<file path="config.mk">
export PLATFORM = sky130hd
export DESIGN_NAME = cit_instruction_timing
export DESIGN_NICKNAME = d
export VERILOG_FILES = /design/src/hw/cit_timing_pkg.sv /design/src/hw/cit_cycle_counter.sv /design/src/hw/cit_instruction_timing.sv
export SDC_FILE = /design/constraint.sdc
export NUM_CORES = 1
export LEC_CHECK = 0
export BUFFER_PORTS_ARGS = -buffer_cell sky130_fd_sc_hd__buf_2
export CAP_MARGIN = 20
export CORE_AREA = 2 2 51 53
export CTS_CLUSTER_DIAMETER = 50
export CTS_CLUSTER_SIZE = 10
export DETAILED_ROUTE_END_ITERATION = 10
export DIE_AREA = 0 0 53 55
export HOLD_SLACK_MARGIN = 0.06
export PLACE_DENSITY = 0.83
export RECOVER_POWER = 100
export SYNTH_ARGS = -nofsm -noshare
export SYNTH_HDL_FRONTEND = slang
export SYNTH_SLANG_ARGS = --single-unit
</file>
<file path="constraint.sdc">
create_clock -name clk -period 3.45 [get_ports clk]
set_clock_uncertainty 0.05 [all_clocks]
set_input_delay 0.5175 -clock clk [delete_from_list [all_inputs] [get_ports clk]]
set_output_delay 0.5175 -clock clk [all_outputs]
set_load 0.01 [all_outputs]
</file>
<file path="src/hw/cit_timing_pkg.sv">
// Shared constants and types for the instruction timing decoder.
// Assumes a single clock domain; no software-visible registers.
package cit_timing_pkg;

    // Field widths of the decode results
    localparam int CIT_BYTES_W = 2;
    localparam int CIT_CYC_W   = 4;

    // Timing figures, in system clock cycles
    localparam int         CIT_MAX_CYCLES_INT = 8;
    localparam logic [3:0] CIT_MAX_CYCLES     = 4'h8;
    localparam logic [3:0] CIT_TAKEN_EXTRA    = 4'h1;
    localparam logic [3:0] CIT_COUNT_ONE      = 4'h1;
    localparam logic [3:0] CIT_COUNT_ZERO     = 4'h0;

    // Reset values of the sequencer outputs
    localparam logic [1:0] CIT_BYTES_RST  = 2'h0;
    localparam logic [3:0] CIT_CYCLES_RST = 4'h0;

    typedef enum logic [0:0] {
        CIT_IDLE = 1'b0,
        CIT_EXEC = 1'b1
    } cit_state_type;

endpackage

</file>
<file path="src/hw/cit_cycle_counter.sv">
// Down-counter that measures one instruction's execution time.
// Assumes load is a one-cycle pulse given while the count is idle.
`timescale 1ns/1ns
module cit_cycle_counter
    import cit_timing_pkg::*;
#(
    parameter int CYC_W = CIT_CYC_W
) (
    input  wire logic             clk,
    input  wire logic             nrst,
    input  wire logic             load,
    input  wire logic [CYC_W-1:0] load_value,
    output logic      [CYC_W-1:0] remaining,
    output logic                  last
);

    typedef struct packed {
        logic [CYC_W-1:0] count;
    } cit_cnt_type;

    cit_cnt_type st;
    cit_cnt_type next_st;

    always_comb begin
        next_st = st;
        if (load) begin
            next_st.count = load_value;
        end else if (st.count != CYC_W'(0)) begin
            next_st.count = st.count - CYC_W'(1);
        end
    end

    always_ff @(posedge clk or negedge nrst) begin
        if (!nrst) begin
            st <= '0;
        end else begin
            st <= next_st;
        end
    end

    assign remaining = st.count;
    assign last      = (st.count == CYC_W'(1));

endmodule

</file>
<file path="src/hw/cit_instruction_timing.sv">
// Instruction length and cycle-timing decoder with an execution sequencer.
// Assumes the fetch logic offers opcodes synchronous to clk, with the
// branch outcome valid alongside a conditional branch opcode.
//
// What this block does
// - Durations counted only in system clock cycles
// - Most instructions: cycles equal byte length
// - Untaken conditional branch one cycle shorter
// - ADD/ADDC/SUBB register: one byte, one cycle
// - Arithmetic with direct source: two, two
// - Pointer-indirect ALU source: one byte, two cycles
// - Immediate arithmetic: two bytes, two cycles
// - Logic immediate into direct: three, three
// - Logic accumulator into direct: two, two
// - Logic register into accumulator: one, one
// - Accumulator-only single-byte ops: one cycle
// - Direct-to-direct or immediate-to-direct moves: three, three
// - Load sixteen-bit pointer: three bytes, three cycles
// - Code-memory reads: one byte, three cycles
// - External data moves: one byte, three cycles
// - Stack push/pop direct: two, two
// - Exchange: register one, others two cycles
// - Indirect RAM writes: two cycles
// - Register load direct/immediate: two, two
// - No instruction exceeds eight cycles
`timescale 1ns/1ns
module cit_instruction_timing
    import cit_timing_pkg::*;
#(
    parameter int CYC_W      = CIT_CYC_W,
    parameter int MAX_CYCLES = CIT_MAX_CYCLES_INT
) (
    input  wire logic                   clk,
    input  wire logic                   nrst,
    input  wire logic                   op_valid,
    input  wire logic [7:0]             opcode,
    input  wire logic                   branch_taken,
    output logic                        op_ready,
    output logic      [CIT_BYTES_W-1:0] instr_bytes,
    output logic      [CYC_W-1:0]       instr_cycles,
    output logic                        cond_branch,
    output logic                        busy,
    output logic                        next_fetch
);

    if (CYC_W < 4 || MAX_CYCLES > 8 || MAX_CYCLES < 1) begin : g_check
        $error("cit_instruction_timing: CYC_W or MAX_CYCLES out of range");
    end

    typedef struct packed {
        cit_state_type          state;
        logic                   ready;
        logic                   busy;
        logic [CIT_BYTES_W-1:0] bytes;
        logic [CYC_W-1:0]       cycles;
        logic                   cond;
        logic                   next_fetch;
    } cit_seq_type;

    cit_seq_type st;
    cit_seq_type next_st;

    logic [1:0]       dec_bytes;
    logic [3:0]       dec_cycles;
    logic             dec_cond;
    logic [3:0]       total_cycles;
    logic             cnt_load;
    logic             cnt_last;
    logic [CYC_W-1:0] cnt_remaining;

    // Opcode table: length, not-taken cycle count, conditional flag
    always_comb begin
        dec_bytes  = 2'h1;
        dec_cycles = 4'h1;
        dec_cond   = 1'b0;
        if (opcode[3]) begin
            case (opcode[7:4])
                4'h7, 4'h8, 4'hA: begin
                    dec_bytes  = 2'h2;
                    dec_cycles = 4'h2;
                end
                4'hB: begin
                    dec_bytes  = 2'h3;
                    dec_cycles = 4'h3;
                    dec_cond   = 1'b1;
                end
                4'hD: begin
                    dec_bytes  = 2'h2;
                    dec_cycles = 4'h2;
                    dec_cond   = 1'b1;
                end
                default: begin
                    dec_bytes  = 2'h1;
                    dec_cycles = 4'h1;
                end
            endcase
        end else begin
            case (opcode[3:0])
                4'h6, 4'h7: begin
                    dec_cycles = 4'h2;
                    case (opcode[7:4])
                        4'h7, 4'h8, 4'hA: dec_bytes = 2'h2;
                        4'hB: begin
                            dec_bytes  = 2'h3;
                            dec_cycles = 4'h4;
                            dec_cond   = 1'b1;
                        end
                        default: dec_bytes = 2'h1;
                    endcase
                end
                4'h5: begin
                    dec_bytes  = 2'h2;
                    dec_cycles = 4'h2;
                    case (opcode[7:4])
                        4'h7, 4'h8: begin
                            dec_bytes  = 2'h3;
                            dec_cycles = 4'h3;
                        end
                        4'hA: begin
                            dec_bytes  = 2'h1;
                            dec_cycles = 4'h1;
                        end
                        4'hB: begin
                            dec_bytes  = 2'h3;
                            dec_cycles = 4'h4;
                            dec_cond   = 1'b1;
                        end
                        4'hD: begin
                            dec_bytes  = 2'h3;
                            dec_cycles = 4'h3;
                            dec_cond   = 1'b1;
                        end
                        default: dec_bytes = 2'h2;
                    endcase
                end
                4'h4: begin
                    case (opcode[7:4])
                        4'h2, 4'h3, 4'h4, 4'h5, 4'h6, 4'h7, 4'h9: begin
                            dec_bytes  = 2'h2;
                            dec_cycles = 4'h2;
                        end
                        4'h8: dec_cycles = 4'h8;
                        4'hA: dec_cycles = 4'h4;
                        4'hB: begin
                            dec_bytes  = 2'h3;
                            dec_cycles = 4'h3;
                            dec_cond   = 1'b1;
                        end
                        default: dec_cycles = 4'h1;
                    endcase
                end
                4'h3: begin
                    case (opcode[7:4])
                        4'h4, 4'h5, 4'h6: begin
                            dec_bytes  = 2'h3;
                            dec_cycles = 4'h3;
                        end
                        4'h7, 4'h8, 4'h9, 4'hE, 4'hF: dec_cycles = 4'h3;
                        default: dec_cycles = 4'h1;
                    endcase
                end
                4'h2: begin
                    case (opcode[7:4])
                        4'h0, 4'h1: begin
                            dec_bytes  = 2'h3;
                            dec_cycles = 4'h4;
                        end
                        4'h2, 4'h3: dec_cycles = 4'h5;
                        4'hE, 4'hF: dec_cycles = 4'h3;
                        default: begin
                            dec_bytes  = 2'h2;
                            dec_cycles = 4'h2;
                        end
                    endcase
                end
                4'h1: begin
                    dec_bytes  = 2'h2;
                    dec_cycles = 4'h3;
                end
                default: begin
                    case (opcode[7:4])
                        4'h0: dec_cycles = 4'h1;
                        4'h1, 4'h2, 4'h3: begin
                            dec_bytes  = 2'h3;
                            dec_cycles = 4'h3;
                            dec_cond   = 1'b1;
                        end
                        4'h4, 4'h5, 4'h6, 4'h7: begin
                            dec_bytes  = 2'h2;
                            dec_cycles = 4'h2;
                            dec_cond   = 1'b1;
                        end
                        4'h8: begin
                            dec_bytes  = 2'h2;
                            dec_cycles = 4'h3;
                        end
                        4'h9: begin
                            dec_bytes  = 2'h3;
                            dec_cycles = 4'h3;
                        end
                        4'hE, 4'hF: dec_cycles = 4'h3;
                        default: begin
                            dec_bytes  = 2'h2;
                            dec_cycles = 4'h2;
                        end
                    endcase
                end
            endcase
        end
    end

    // Taken branch costs one cycle more than the untaken path
    assign total_cycles = (dec_cond && branch_taken) ?
                          dec_cycles + CIT_TAKEN_EXTRA : dec_cycles;

    always_comb begin
        next_st            = st;
        next_st.next_fetch = 1'b0;
        cnt_load           = 1'b0;
        case (st.state)
            CIT_IDLE: begin
                if (op_valid) begin
                    next_st.bytes  = dec_bytes;
                    next_st.cycles = CYC_W'(total_cycles);
                    next_st.cond   = dec_cond;
                    next_st.busy   = 1'b1;
                    next_st.ready  = 1'b0;
                    next_st.state  = CIT_EXEC;
                    cnt_load       = 1'b1;
                end
            end
            CIT_EXEC: begin
                // Fetch released only once the full count has run
                if (cnt_last) begin
                    next_st.state      = CIT_IDLE;
                    next_st.busy       = 1'b0;
                    next_st.ready      = 1'b1;
                    next_st.next_fetch = 1'b1;
                end
            end
            default: next_st.state = CIT_IDLE;
        endcase
    end

    always_ff @(posedge clk or negedge nrst) begin
        if (!nrst) begin
            st <= '{state: CIT_IDLE, ready: 1'b1, busy: 1'b0, bytes: CIT_BYTES_RST,
                    cycles: CYC_W'(CIT_CYCLES_RST), cond: 1'b0, next_fetch: 1'b0};
        end else begin
            st <= next_st;
        end
    end

    cit_cycle_counter #(
        .CYC_W (CYC_W)
    ) u_counter (
        .clk        (clk),
        .nrst       (nrst),
        .load       (cnt_load),
        .load_value (CYC_W'(total_cycles)),
        .remaining  (cnt_remaining),
        .last       (cnt_last)
    );

    assign op_ready     = st.ready;
    assign busy         = st.busy;
    assign instr_bytes  = st.bytes;
    assign instr_cycles = st.cycles;
    assign cond_branch  = st.cond;
    assign next_fetch   = st.next_fetch;

    // Checking helpers
    logic       accept;
    logic [3:0] busy_len;

    assign accept = op_valid && op_ready;

    always_ff @(posedge clk or negedge nrst) begin
        if (!nrst) begin
            busy_len <= 4'h0;
        end else if (busy) begin
            busy_len <= busy_len + 4'h1;
        end else begin
            busy_len <= 4'h0;
        end
    end
endmodule

</file>
== Word-level counts from Yosys, hierarchy flattened ==
Index checks and enable logic that the tools add are counted.

* Bits in registers: 15
* Bits of input ports: 12
* Output and inout bits: 10
* Word-level logic and storage cells: 93

* $add $sub $neg: 2
* Equality and inequality tests: 24
* Mux-type cells: 33
* Bitwise logic cells: 1
* Reductions and logical operators: 25

{| class="wikitable"
|+ Operator list
! operator !! number
|-
| 4-bit by 3-bit == test with 1-bit output (second input constant) || 8
|-
| 2-bit one-hot mux with 2 select lines || 8
|-
| 4-bit == test (second input constant) || 7
|-
| 4-bit one-hot mux with 6 select lines || 1
|-
| 7-bit OR reduction || 3
|-
| 3-bit one-hot mux with 3 select lines || 2
|-
| 3-bit OR reduction || 6
|-
| 4-bit by 2-bit == test with 1-bit output (second input constant) || 4
|-
| 4-bit 2-to-1 mux || 4
|-
| 4-bit one-hot mux with 4 select lines || 1
|-
| 4-bit OR reduction || 4
|-
| 4-bit by 1-bit == test with 1-bit output (second input constant) || 3
|-
| 2-bit one-hot mux with 6 select lines || 1
|-
| 10-bit 2-to-1 mux || 1
|-
| 2-bit OR reduction || 5
|-
| 1-bit 2-to-1 mux || 8
|-
| 8-bit OR reduction || 1
|-
| 2-bit 2-to-1 mux || 3
|-
| 3-bit 2-to-1 mux || 2
|-
| 3-bit one-hot mux with 2 select lines || 1
|-
| 4-bit by 1-bit adder with 4-bit output (second input constant) || 1
|-
| 4-bit zero test || 1
|-
| 2-bit AND reduction || 2
|-
| 4-bit nonzero test || 1
|-
| 7 further kinds || 7
|}

== Logic depth before layout (Yosys ltp) ==
* Depth after elaboration: 9
* Depth in mapped cells: 9
* Mapped depth without buffers: 8

== Cells and area by module ==
A second synthesis with hierarchy kept.

* Cell total of the unflattened synthesis: 191
* Area, all modules: 1520.2 um2

{| class="wikitable"
|+ By module, submodules not included
! module !! instances !! cells an instance !! area an instance (um2) !! seq. area each (um2)
|-
| cit_instruction_timing || 1 || 167 || 1255.0 || 276.5
|-
| cit_cycle_counter || 1 || 24 || 265.3 || 100.1
|}

== Worst setup path before layout ==
OpenSTA, ideal clock, no wires.

* Kind: input -> register
* Start point: input opcode[5]
* End point: register st, in the netlist instr_cycles[1]
* Library setup time: 0.094 ns
* Arrival: 2.213 ns
* Data required time: 3.306 ns
* Setup slack: 1.093 ns
* Stages: 8
* Buffers on the path: 1
* Cells stage by stage: buf_6 or3_4 a311o_1 o31ai_2 nand2_1 ha_1 nor2_1 a211oi_1

* Word-level cells in the longest chain between the ends: 7
* Elaborated cells between the ends (all ways): 42
* Classes of those cells: add/sub (1); eq/ne (14); mux (15); reduce/logical (12)

{| class="wikitable"
|+ Ends and longest elaborated chain
! what !! line !! RTL
|-
| from (decl) || cit_instruction_timing.sv:36 || <nowiki>input wire logic [7:0] opcode,</nowiki>
|-
| 4-bit == test (tied with other cells) || cit_instruction_timing.sv:137, cit_instruction_timing.sv:153, cit_instruction_timing.sv:181 ||
|-
| 7-bit OR reduction (tied with other cells) || cit_instruction_timing.sv:137 || <nowiki>case (opcode[7:4])</nowiki>
|-
| 4-bit one-hot mux with 4 select lines (tied with other cells) || cit_instruction_timing.sv:137 ||
|-
| 4-bit one-hot mux with 6 select lines / 1-bit one-hot mux with 3 select lines (equally long branches) || cit_instruction_timing.sv:98 || <nowiki>case (opcode[3:0])</nowiki>
|-
| 4-bit 2-to-1 mux / 1-bit 2-to-1 mux (equally long branches) || cit_instruction_timing.sv:76 || <nowiki>if (opcode[3]) begin</nowiki>
|-
| 4-bit by 1-bit adder with 4-bit output / 1-bit logical AND (equally long branches) || cit_instruction_timing.sv:214, cit_instruction_timing.sv:213 ||
|-
| 4-bit 2-to-1 mux (*) || cit_instruction_timing.sv:213 || <nowiki>assign total_cycles = (dec_cond && branch_taken) ?</nowiki>
|-
| to (signal assigned) || cit_instruction_timing.sv:247 || <nowiki>st <= '{state: CIT_IDLE, ready: 1'b1, busy: 1'b0, bytes: CIT_BYTES_RST,</nowiki>
|-
| to (signal assigned) || cit_instruction_timing.sv:250 || <nowiki>st <= next_st;</nowiki>
|-
| to (decl) || cit_instruction_timing.sv:60 || <nowiki>cit_seq_type st;</nowiki>
|}

Every way passes the cells marked *; elsewhere a longest branch is shown, timed or not.
A chain may end at the register's enable or synchronous reset.

== Final worst setup path ==
* Start point: input opcode[6]
* End point: register u_counter.st, in the netlist u_counter.remaining[1]

* Word-level cells in the longest chain between the ends: 8
* Elaborated cells between the ends (all ways): 43
* Classes of those cells: add/sub (1); eq/ne (14); mux (16); reduce/logical (12)

{| class="wikitable"
|+ Ends and longest elaborated chain
! what !! line !! RTL
|-
| 4-bit == test (tied with other cells) || cit_instruction_timing.sv:137, cit_instruction_timing.sv:153, cit_instruction_timing.sv:181 ||
|-
| 7-bit OR reduction (tied with other cells) || cit_instruction_timing.sv:137 ||
|-
| 4-bit one-hot mux with 4 select lines (tied with other cells) || cit_instruction_timing.sv:137 ||
|-
| 4-bit one-hot mux with 6 select lines / 1-bit one-hot mux with 3 select lines (equally long branches) || cit_instruction_timing.sv:98 ||
|-
| 4-bit 2-to-1 mux / 1-bit 2-to-1 mux (equally long branches) || cit_instruction_timing.sv:76 ||
|-
| 4-bit by 1-bit adder with 4-bit output / 1-bit logical AND (equally long branches) || cit_instruction_timing.sv:214, cit_instruction_timing.sv:213 ||
|-
| 4-bit 2-to-1 mux (*) || cit_instruction_timing.sv:213 ||
|-
| 4-bit 2-to-1 mux (*) || cit_cycle_counter.sv:26 || <nowiki>if (load) begin</nowiki>
|-
| to (signal assigned) || cit_cycle_counter.sv:37 || <nowiki>st <= next_st;</nowiki>
|-
| to (decl) || cit_cycle_counter.sv:21 || <nowiki>cit_cnt_type st;</nowiki>
|}

Marks and branches as above.

==> reports/summary.md <==
The flow ran to the end, and the final reports show no timing, DRC or antenna violations. The relative max-transition margin was 38.78%. After synthesis the cells add up to 1391 um2. The first detailed-routing pass took 5 iterations.

The chip width was 53 um; the post-CTS setup buffer count was 0. Hold repair after CTS inserted 0 buffers. The cell count after synthesis came out at 175. After clock tree synthesis, the repair step resized 0 gates. For the number of buffers added by the clock tree synthesis step, the log shows 3.

The combinational family with the most area after synthesis was simple AND/OR/NAND/NOR gates. Global routing finished with a remaining overflow of 0. The tools report the total negative slack as 0 ns. In the layout the commonest cells are 18 x sky130_fd_sc_hd__nor2_1, 15 x sky130_fd_sc_hd__nand2_1, 14 x sky130_fd_sc_hd__dfrtp_1. At the placement stage, the worst setup path has a slack of 0.8230 ns. TritonCTS built the clock tree. Summed over all cells, the static leakage comes to 0.5831 nW. Data on the critical path arrives at its endpoint at 2.73 ns. Vertical die dimension: 55 um. The run gives 0.29 ns as the clock insertion delay at the later pin of the skew report. Setup repair after global routing left no endpoint under its margin. Using the TritonRoute via totals, the vias-per-cell ratio works out to 6.464.

The synthesized design contains 0 enable-type register cells. The tools report the post-layout net count as 198. Compared with the post-synthesis result, the final layout area differs by 2.608%. The multi-input logic area came out at 863.3 um2. The synthesized netlist devotes 24.46% of its cell area to compound gates. The count of state elements after synthesis was 15; the global-route wire length before repair was 5561 um. The worst register-to-register path has a depth of 6. Power density of the placed cells: 532.9 nW/um2. Yosys attributes the largest share of cell area to sky130_fd_sc_hd__dfrtp_1 25%, sky130_fd_sc_hd__xnor2_1 5.0%, sky130_fd_sc_hd__nor2_1 4.9%. At the end of routability-driven placement, the weighted congestion stood at 0.9331. Of all cell types, the one taking the most synthesized area is sky130_fd_sc_hd__dfrtp_1. The count of buffers added on input and output ports is 21. The first routing iteration left 107 violations. In this run the count of I/O pins placed on the die edge is 22. After detailed routing, the average wire length per cell comes to 15.59 um.

The share of the clock period used by the worst path after layout came out at 74.91%. The class of the tightest hold or removal check is in -> async. Yosys printed 0 warnings. The portion of synthesized area spent on multiplexers is 0%.

Adder and majority gate portion of the synthesized area: 3.597%. Detailed placement finished with a half-perimeter wire length of 2408 um. For the number of antenna cells inserted, the log shows 0. In the routed design, unresolved DRC markers number 0.

After clock tree synthesis, the clock-pin slew on the worst setup and hold paths is 0.09 ns. For this block, the via count after detailed routing is 1364. The tools report the max-capacitance violation count as 0.

The number of endpoints with negative hold slack in the final report was 0; the maximum clock frequency was 0.3869 GHz. The sequential share of the synthesized area was 27.07%. In this run the remaining antenna-violating nets after routing total 0. The synthesized netlist devotes 6.295% of its cell area to XOR and XNOR gates. The number of levels in the clock H-tree was 1; the count of filler cells inserted in the layout was 220.

The fraction of post-synthesis cell area in the top cell type by area works out to 25.18%. STA classifies the critical path startpoint as an input port. The most used flip-flop cell after synthesis is sky130_fd_sc_hd__dfrtp_1.

Synthesis produced a netlist with a net count of 191. The tools report the pin count of the biggest net entering global routing as 24. The initial core utilization is 58.84%. The root buffer cell chosen for the clock tree is sky130_fd_sc_hd__clkbuf_4. Counting along the longest clock path gives a buffer depth of 2.

After layout, the minimum clock period comes to 2.584 ns. Of the total synthesized cell area, the portion taken by AND, OR, NAND and NOR gates is 28.42%. After synthesis, the mean cell area works out to 7.950 um2.

The post-route netlist has 11.05% of its cells at a drive strength greater than 1. Across the VDD grid, the largest voltage drop is 0.0004585 V. The number of distinct library cells after synthesis was 50; the minimum hold slack was 0.2244 ns. The finished cells cover 1428 um2. The setup-violating endpoint count in the final report was 0. Largest fanout on the critical path: 23. Once routing completed, OpenROAD measured the worst setup slack at 0.8656 ns.

In the synthesized netlist the async set-or-reset flop fraction comes to 100.0%. The run gives 3.59 ns as the critical path data required time. The logs give 2365 um2 for the core box area and 3290 um for the final routed wirelength across all metal layers. In this run the core area contains 18 standard-cell rows. The total track usage came out at 25.70%. Final number of max-transition violations: 0.

The library cell used most frequently in the layout, excluding fill and tap cells, is sky130_fd_sc_hd__nor2_1. The initial antenna violation count came out at 0. Type of the worst setup path: in -> reg. Number of global-route vias before repair: 1212.

The area of the die is 2915 um2, and the number of clock sinks is 15. For the post-detailed-placement cell area, the log shows 1426 um2. At the pin with the least slew margin, the transition time is 0.9183 ns. In the final layout, flip-flops and latches occupy 376.6 um2.

STA classifies the critical path endpoint as a flop.
## path summary, 6_finish.rpt
check | end | from | slack (ns)
worst max-delay path | u_counter.remaining[1]$_DFFE_PN0P_ | opcode[6] | 0.87
worst min-delay path | next_fetch$_DFF_PN0_ | nrst | 0.22
worst max register to register | u_counter.remaining[1]$_DFFE_PN0P_ | u_counter.remaining[0]$_DFFE_PN0P_ | 1.92
worst min register to register | cond_branch$_DFFE_PN0P_ | cond_branch$_DFFE_PN0P_ | 0.45
max in group asynchronous | u_counter.remaining[3]$_DFFE_PN0P_ | nrst | 2.64
min in group clk | st[10]$_DFF_PN0_ | op_valid | 0.44
## through the flow
step | utilization (%) | power (mW) | std cells
final | 60.37 | 0.7607 | 211
after detailed placement | 60.32 | 0.6738 | 207
after global placement | 60.32 | 0.6499 | 207
after floorplan | - | 0.5966 | 175
after CTS | 61.43 | 0.7749 | 211
after global routing | 60.37 | 0.8260 | 211
## cell families after synthesis
kind of cell,count (synthesis)
buf+inv,27
xor+xnor,10
fa+ha+maj,4
compound gates,47
simple gates,72
flops,15
## cell usage after synthesis, types with 3 or more instances
cell	instances
sky130_fd_sc_hd__dfrtp_1	14
sky130_fd_sc_hd__inv_1	6
sky130_fd_sc_hd__clkbuf_1	5
sky130_fd_sc_hd__nand2b_1	6
sky130_fd_sc_hd__nand3_1	5
sky130_fd_sc_hd__buf_4	6
sky130_fd_sc_hd__xnor2_1	8
sky130_fd_sc_hd__a211oi_1	6
sky130_fd_sc_hd__nor3_1	6
sky130_fd_sc_hd__buf_2	8
sky130_fd_sc_hd__nand2_1	15
sky130_fd_sc_hd__nor2b_1	5
sky130_fd_sc_hd__nor2_1	18
sky130_fd_sc_hd__ha_1	4
sky130_fd_sc_hd__o21ai_0	5
sky130_fd_sc_hd__a21oi_1	8
sky130_fd_sc_hd__a31oi_1	5
sky130_fd_sc_hd__nand4_1	3
## registers in the layout (all words and copies together), names as in the netlist
name                 cells
u_counter.remaining      4
instr_bytes              2
st                       1
cond_branch              1
op_ready                 1
next_fetch               1
busy                     1
instr_cycles             4
## routing by layer
metal | vias to the layer above | part of all wire, % | wire [um] | global-route usage [%]
li1 | 635 | - | - | -
met1 | 642 | 42 | 1376 | 34.05
met2 | 83 | 49 | 1610 | 44.79
met3 | 4 | 8.4 | 278 | 3.763
met4 | 0 | 0.73 | 24 | 5.128
met5 | - | 0 | 0 | 0
## report_power, final
| part | switching, mW | internal [mW] | total (mW) |
|---|---|---|---|
| clock | 0.0561 | 0.0450 | 0.101 |
| sequential | 0.0463 | 0.255 | 0.301 |
| combinational | 0.206 | 0.152 | 0.358 |
## area by class of cell
type                       count  share of cell area (%)
multi-input combinational    133                   60.47
clock buffer                   4                   1.840
timing repair buffer          22                   6.836
tap                           30                   2.629
inverter                       7                   1.840
sequential                    15                   26.38
## critical path, cell delays in order
cell and delay [ns]:
sky130_fd_sc_hd__clkbuf_1 0.37, sky130_fd_sc_hd__or3_4 0.51, sky130_fd_sc_hd__a311o_1 0.37, sky130_fd_sc_hd__o31ai_1 0.28, sky130_fd_sc_hd__nand2_1 0.09, sky130_fd_sc_hd__ha_1 0.27
sky130_fd_sc_hd__nor2_1 0.05, sky130_fd_sc_hd__a211oi_1 0.26
Note: power is estimated with default switching activity, not from simulation.
